## config.mk

```make
export PLATFORM = sky130hd
export DESIGN_NAME = sipol_latch
export DESIGN_NICKNAME = d
export VERILOG_FILES = /design/src/design/sipol_pkg.sv /design/src/design/sipol_latch.sv
export SDC_FILE = /design/constraint.sdc
export NUM_CORES = 1
export LEC_CHECK = 0
export BUFFER_PORTS_ARGS = -buffer_cell sky130_fd_sc_hd__buf_2
export CORE_UTILIZATION = 50
export CTS_BUF_LIST = sky130_fd_sc_hd__clkbuf_16
export CTS_CLUSTER_DIAMETER = 50
export CTS_CLUSTER_SIZE = 10
export DETAILED_ROUTE_END_ITERATION = 8
export GPL_TIMING_DRIVEN = 0
export PLACE_DENSITY = 0.71
export SKIP_LAST_GASP = 1
export SLEW_MARGIN = 20
export SYNTH_ARGS = -nofsm -noshare
export SYNTH_HDL_FRONTEND = slang
export SYNTH_SLANG_ARGS = --single-unit
```

## constraint.sdc

```tcl
create_clock -name i_clk -period 3.13 [get_ports i_clk]
set_clock_uncertainty 0.2 [all_clocks]
set_input_delay 0 -clock i_clk [delete_from_list [all_inputs] [get_ports i_clk]]
set_output_delay 0 -clock i_clk [all_outputs]
set_load 0.02 [all_outputs]
```

## src/design/sipol_pkg.sv

```systemverilog
package sipol_pkg;
    localparam int unsigned STAGE_COUNT   = 8;
    localparam logic [7:0]  SHIFT_RST_VAL = 8'h00;
    localparam logic [7:0]  STORE_RST_VAL = 8'h00;
    localparam logic [2:0]  SYNC_RST_VAL  = 3'h0;
    localparam int unsigned BUF_DEPTH     = 2;

    // pin-side inputs after synchronisation
    typedef struct packed {
        logic data_in_bit;
        logic shift_clk;
        logic latch_clk;
    } sipol_pins_type;
endpackage

```

## src/design/sipol_latch.sv

```systemverilog
`timescale 1ns/1ps
module sipol_latch
    import sipol_pkg::*;
#(
    parameter int unsigned WIDTH = STAGE_COUNT
) (
    input  wire logic             i_clk,
    input  wire logic             i_sys_rst,
    input  wire logic             i_clk_en,
    input  wire logic             i_data_in_bit,
    input  wire logic             i_shift_clk,
    input  wire logic             i_latch_clk,
    input  wire logic             i_shift_clear_n,
    input  wire logic             i_output_drive_enable_n,
    input  wire logic             i_out_ready,
    output logic      [WIDTH-1:0] o_parallel_out,
    output logic      [WIDTH-1:0] o_parallel_out_oe,
    output logic                  o_cascade_out,
    output logic      [WIDTH-1:0] o_word_data,
    output logic                  o_word_valid
);
    import sipol_pkg::*;

    // pins are asynchronous; all pins pass two flops before any logic
    sipol_pins_type sync1_reg, sync1_next;
    sipol_pins_type sync2_reg, sync2_next;
    sipol_pins_type prev_reg,  prev_next;
    logic           clr_n1_reg, clr_n2_reg;
    logic           oe_n1_reg,  oe_n2_reg;
    logic [WIDTH-1:0] shift_reg, shift_next;
    logic [WIDTH-1:0] store_reg, store_next;
    logic [WIDTH-1:0] buf_mem [BUF_DEPTH];
    logic [WIDTH-1:0] buf0_next, buf1_next;
    logic [1:0]       cnt_reg, cnt_next;
    logic             shift_rise, latch_rise;

    // one-cycle strobe when a synchronised pin goes from low to high
    function automatic logic rise_of(input logic cur, input logic prev);
        return cur & ~prev;
    endfunction

    always_comb begin
        sync1_next = '{i_data_in_bit, i_shift_clk, i_latch_clk};
        sync2_next = sync1_reg;
        prev_next  = sync2_reg;
    end

    always_ff @(posedge i_clk or posedge i_sys_rst) begin
        if (i_sys_rst) begin
            sync1_reg  <= SYNC_RST_VAL;
            sync2_reg  <= SYNC_RST_VAL;
            prev_reg   <= SYNC_RST_VAL;
            clr_n1_reg <= 1'b0;
            clr_n2_reg <= 1'b0;
            oe_n1_reg  <= 1'b1;
            oe_n2_reg  <= 1'b1;
        end else if (i_clk_en) begin
            sync1_reg  <= sync1_next;
            sync2_reg  <= sync2_next;
            prev_reg   <= prev_next;
            clr_n1_reg <= i_shift_clear_n;
            clr_n2_reg <= clr_n1_reg;
            oe_n1_reg  <= i_output_drive_enable_n;
            oe_n2_reg  <= oe_n1_reg;
        end
    end

    // rising edges of the synchronised clock pins
    // prev_reg is reset low like the pins' idle level, so no false edge
    assign shift_rise = rise_of(sync2_reg.shift_clk,
                                prev_reg.shift_clk);
    assign latch_rise = rise_of(sync2_reg.latch_clk,
                                prev_reg.latch_clk);

    always_comb begin
        shift_next = shift_reg;
        store_next = store_reg;
        if (latch_rise) begin
            // reads the old shift value, so a tied clock trails by one
            store_next = shift_reg;
        end
        if (!clr_n2_reg) begin
            shift_next = SHIFT_RST_VAL;
        end else if (shift_rise) begin
            shift_next = {shift_reg[WIDTH-2:0],
                          sync2_reg.data_in_bit};
        end
    end

    // clear needs no shift edge; being synchronised it acts two to three
    // cycles after the pin, which keeps the stages glitch free
    always_ff @(posedge i_clk or posedge i_sys_rst) begin
        if (i_sys_rst) begin
            shift_reg <= SHIFT_RST_VAL;
            store_reg <= STORE_RST_VAL;
        end else if (i_clk_en) begin
            shift_reg <= shift_next;
            store_reg <= store_next;
        end
    end

    assign o_parallel_out    = store_reg;
    assign o_parallel_out_oe = {WIDTH{~oe_n2_reg}};
    assign o_cascade_out     = shift_reg[WIDTH-1];

    // two-entry buffer of latched words; a stalled sink keeps what is
    // queued, but a latch edge that finds both entries full with no word leaving is not queued
    always_comb begin
        buf0_next = buf_mem[0];
        buf1_next = buf_mem[1];
        cnt_next  = cnt_reg;
        if (o_word_valid && i_out_ready) begin
            buf0_next = buf_mem[1];
            cnt_next  = cnt_reg - 2'h1;
        end
        if (latch_rise && (cnt_next != 2'h2)) begin
            if (cnt_next == 2'h0) begin
                buf0_next = shift_reg;
            end else begin
                buf1_next = shift_reg;
            end
            cnt_next = cnt_next + 2'h1;
        end
    end

    always_ff @(posedge i_clk or posedge i_sys_rst) begin
        if (i_sys_rst) begin
            buf_mem[0] <= STORE_RST_VAL;
            buf_mem[1] <= STORE_RST_VAL;
            cnt_reg    <= 2'h0;
        end else if (i_clk_en) begin
            buf_mem[0] <= buf0_next;
            buf_mem[1] <= buf1_next;
            cnt_reg    <= cnt_next;
        end
    end

    assign o_word_data  = buf_mem[0];
    assign o_word_valid = (cnt_reg != 2'h0);

    chk_clear_zeroes: assert property (@(posedge i_clk) disable iff (i_sys_rst)
        i_clk_en && !clr_n2_reg |=> shift_reg == '0)
        else $error("shift stages not zero after clear");

    chk_shift_moves: assert property (@(posedge i_clk) disable iff (i_sys_rst)
        i_clk_en && clr_n2_reg && shift_rise |=>
        shift_reg == {$past(shift_reg[WIDTH-2:0]),
                      $past(sync2_reg.data_in_bit)})
        else $error("shift stage did not advance");

    chk_latch_capture: assert property (@(posedge i_clk) disable iff (i_sys_rst)
        i_clk_en && latch_rise |=> store_reg == $past(shift_reg))
        else $error("storage did not capture shift stages");

    chk_store_holds: assert property (@(posedge i_clk) disable iff (i_sys_rst)
        !latch_rise |=> $stable(store_reg))
        else $error("storage changed without latch edge");

    chk_oe_follows: assert property (@(posedge i_clk) disable iff (i_sys_rst)
        o_parallel_out_oe == {WIDTH{~oe_n2_reg}})
        else $error("output enable mismatch");

    chk_cascade_tail: assert property (@(posedge i_clk) disable iff (i_sys_rst)
        o_cascade_out == shift_reg[WIDTH-1])
        else $error("cascade not last stage");

    chk_tied_trail: assert property (@(posedge i_clk) disable iff (i_sys_rst)
        i_clk_en && clr_n2_reg && shift_rise && latch_rise |=>
        store_reg == $past(shift_reg) && store_reg != shift_reg
        || $past(shift_reg) == shift_reg)
        else $error("tied clocks storage not trailing");

    chk_edge_pulse: assert property (@(posedge i_clk) disable iff (i_sys_rst)
        i_clk_en && shift_rise |=> !shift_rise)
        else $error("shift edge lasted two cycles");

    chk_latch_pulse: assert property (@(posedge i_clk) disable iff (i_sys_rst)
        i_clk_en && latch_rise |=> !latch_rise)
        else $error("latch edge lasted two cycles");

    chk_freeze_hold: assert property (@(posedge i_clk) disable iff (i_sys_rst)
        !i_clk_en |=> $stable(shift_reg) && $stable(store_reg)
        && $stable(cnt_reg))
        else $error("state moved while clock enable low");

    chk_clear_store: assert property (@(posedge i_clk) disable iff (i_sys_rst)
        !clr_n2_reg && !latch_rise |=> $stable(store_reg))
        else $error("clear disturbed storage register");

    chk_store_drive: assert property (@(posedge i_clk) disable iff (i_sys_rst)
        o_parallel_out == store_reg)
        else $error("parallel outputs not storage value");

    chk_cascade_step: assert property (@(posedge i_clk) disable iff (i_sys_rst)
        i_clk_en && clr_n2_reg && shift_rise |=>
        o_cascade_out == $past(shift_reg[WIDTH-2]))
        else $error("cascade did not take next to last stage");

    chk_buf_bound: assert property (@(posedge i_clk) disable iff (i_sys_rst)
        cnt_reg <= 2'h2)
        else $error("buffer count beyond two entries");

    chk_buf_push: assert property (@(posedge i_clk) disable iff (i_sys_rst)
        i_clk_en && latch_rise && cnt_reg == 2'h0 |=>
        o_word_valid && o_word_data == $past(shift_reg))
        else $error("latched word not queued in empty buffer");

    chk_buf_stall: assert property (@(posedge i_clk) disable iff (i_sys_rst)
        i_clk_en && cnt_reg == 2'h2 && !i_out_ready |=>
        cnt_reg == 2'h2 && $stable(o_word_data))
        else $error("stalled full buffer lost its head word");
endmodule

```

==> metrics <==
status complete, no violations; Root Driver clkbuf_16; Unique masters post-synth 30; hold slack 96.6 ps; r2r startpoint cnt_reg[0]$_DFFE_PP0P_; clock sinks 46; width of the die 67.4 um; post-synth net total 164; DR pass1 iterations 4; worst hold path depth 4; Post-CTS Setup Bufs 0; Top Ports 35; highest net fanout along the worst path 8; combinational family with the most area after synthesis multiplexers; kind of critical path reg -> reg; Filler cells 317; CTS Buf Count 5; critical path, cell by cell inv_1 -> ha_1 -> nand2b_1 -> mux2i_1 -> ha_1 -> nor3b_4 -> a21oi_1 -> nand2b_1 -> buf_2 -> a221o_1; Synth top area share 51.4%; area grow syn2layout 21.4%; syn_area_per_cell 14.0 um2; TritonCTS clock tree done; Crit Reg-Reg Endpoint o_word_data[6]$_DFFE_PP0P_; worst-skew pair later-pin latency 280 ps; mux share of post-synthesis cell area 16.1%; Design Area, Final 2600 um2; Reg2Reg Setup Slack 290 ps; Worst Path Required 3090 ps; DR WL/cell 14.4 um; Yosys reg bits 46; pwr dens 645 nW/um2; CTS max path bufs 2; Leak 1.30 nW; DP Wirelength 2.60 mm; CP Launch Type flop; Final Hold Fails 0; Slew HR 49.7%; fraction of synthesized cell area in xor and xnor cells 1.23%; max-cap viol count 0; post-synthesis compound-gate area fraction 9.12%; min cycle time layout 2840 ps; max-slew violations 0; Synth area leaders dfrtp_1 51%, mux2_2 10%, buf_4 5.6%; RSZ-0062 raised after global routing no; area leader, netlist dfrtp_1; grt ovf 0; Port-buffer cells 34; Post-synth EDFFs 0; Initial Utilization 52.8%; antenna violations before repair 0; Syn Std Cell Area 2140 um2; Critical Path AT 2800 ps; Post-DP Area 2400 um2; Worst Hold Path EP o_word_data[5]$_DFFE_PP0P_; Post-synth ARST share 100%; sequential area share after synthesis 53.9%; Total GRT Usage 19.2%; die height 67.4 um; CP Capture Type flop; adder-cell share of the synthesized area 1.17%; Synthesis Warnings 0; DRC Markers 0; pin count of the biggest net entering global routing 28; die area 4550 um2; vias in the first global route 1263; Final ANT Viol Nets 0; Worst Tran Pin Value 752 ps; share of cells above drive strength 1 52.0%; crit share post-route 90.7%; FF-to-FF path depth 10; global-route wire length before repair 6.26 mm; Via Count 1314; Vias/cell 5.21; Core Rows 23; 1st-iter DRT viols 43; cell count after synthesis 153; Worst-path clk slew 60 ps; RD Place Congestion 0.726; Post-Synth Simple-Gate Area 11.3%; ant diodes 0; Tightest Hold Check Type in -> reg; Main synth FF type dfrtp_1; Worst path max stage delay 480 ps; Final Setup Violations 0; CTS HTree Levels 2; hold path startpoint i_clk_en; Setup TNS Final 0 ps; core area 4060 um2; nets 212; Slowest cell on crit path dfrtp_1; f_max 0.352 GHz; VDD IR max 0.373 mV; final wirelength 3.64 mm
## cells in the final DEF (no fill, tap or decap), drive strengths merged
master,netlist,routed
a21oi,2,2
a221o,8,8
a22o,7,7
a31oi,1,1
and4b,1,1
buf,19,54
clkbuf,0,5
clkinv,0,2
dfrtp,44,44
dfstp,2,2
dlygate4sd3,0,6
ha,2,2
inv,5,6
mux2,27,27
mux2i,1,1
nand2,8,8
nand2b,3,3
nand3,1,1
nand3b,1,1
nor2,3,3
nor2b,1,1
nor3b,9,9
o211ai,1,1
o21ai,2,2
o2bb2ai,1,1
or2,1,1
xnor2,3,3
## metal layers
layer  track usage, %  up-vias  part of all wire, %
met5                0        -                    0
li1                 -      633                    -
met1             25.1      651                   45
met4             7.18        0                  1.3
met3             5.07        5                  3.8
met2             30.5       25                   50
## synthesized netlist by cell type (all sizes together), types with 2 or more instances
| library cell | n |
|---|---|
| dfrtp | 44 |
| mux2 | 27 |
| buf | 19 |
| nor3b | 9 |
| a221o | 8 |
| nand2 | 8 |
| a22o | 7 |
| inv | 5 |
| nand2b | 3 |
| nor2 | 3 |
| xnor2 | 3 |
| a21oi | 2 |
| dfstp | 2 |
| ha | 2 |
| o21ai | 2 |
## worst max-delay path: cells and delay by family (launching register included)
family / cells / cell delay, ps
compound gates: 2 / 460
buf+inv: 2 / 250
fa+ha+maj: 2 / 480
simple gates: 3 / 680
flops: 1 / 480
mux: 1 / 170
## through the flow
| stage | setup slack, ps | total power [mW] | std cells | utilization, % |
|---|---|---|---|---|
| floorplan | 538 | 1.09 | 153 | - |
| global placement | 400 | 1.16 | 237 | 58.5 |
| detailed placement | 310 | 1.19 | 238 | 59.2 |
| CTS | 280 | 1.69 | 252 | 64.0 |
| global route | 67.4 | 1.77 | 252 | 64.0 |
| finish | 292 | 1.67 | 252 | 64.0 |
## layout make-up
cell class                 instances  area, um2  area share [%]
sequential                        46       1150            44.4
multi-input combinational         83        833            32.1
timing repair buffer              41        258            9.92
buffer                            19        135            5.20
clock buffer                       5        125            4.81
tap                               50       62.6            2.41
inverter                           5       18.8           0.722
clock inverter                     3       12.5           0.481
## timing repair
action / in CTS / in global routing
endpoints found under the setup margin: 0 / 0
hold buffers: 6 / 0
hold endpoints to repair: 51 / 0
resized for setup: 0 / 0
## cells by family after synthesis
kind of cell	Yosys count
AO/OA/AOI/OAI	22
XOR/XNOR	3
adder cells (fa/ha/maj)	2
buffers and inverters	24
flip-flops	46
multiplexers	28
AND/OR/NAND/NOR	28
## worst max path at each step
stage	start	slack, ps	cells past startpoint	endpoint
after floorplan	cnt_reg[0]$_DFFE_PP0P_	540	10	o_word_data[0]$_DFFE_PP0P_
after global routing	cnt_reg[0]$_DFFE_PP0P_	70	10	o_word_data[4]$_DFFE_PP0P_
final	cnt_reg[0]$_DFFE_PP0P_	290	10	o_word_data[6]$_DFFE_PP0P_
after CTS	cnt_reg[0]$_DFFE_PP0P_	280	10	o_word_data[6]$_DFFE_PP0P_
after detailed placement	cnt_reg[0]$_DFFE_PP0P_	310	10	o_word_data[6]$_DFFE_PP0P_
after global placement	cnt_reg[0]$_DFFE_PP0P_	400	10	o_word_data[2]$_DFFE_PP0P_
## report_power, final
part | internal [mW] | leakage, nW | switching [mW]
clock | 0.288 | 0.0724 | 0.200
sequential | 0.652 | 0.608 | 0.0464
combinational | 0.210 | 0.618 | 0.279
total | 1.15 | 1.30 | 0.525
Power figures use the tool's default switching activity.
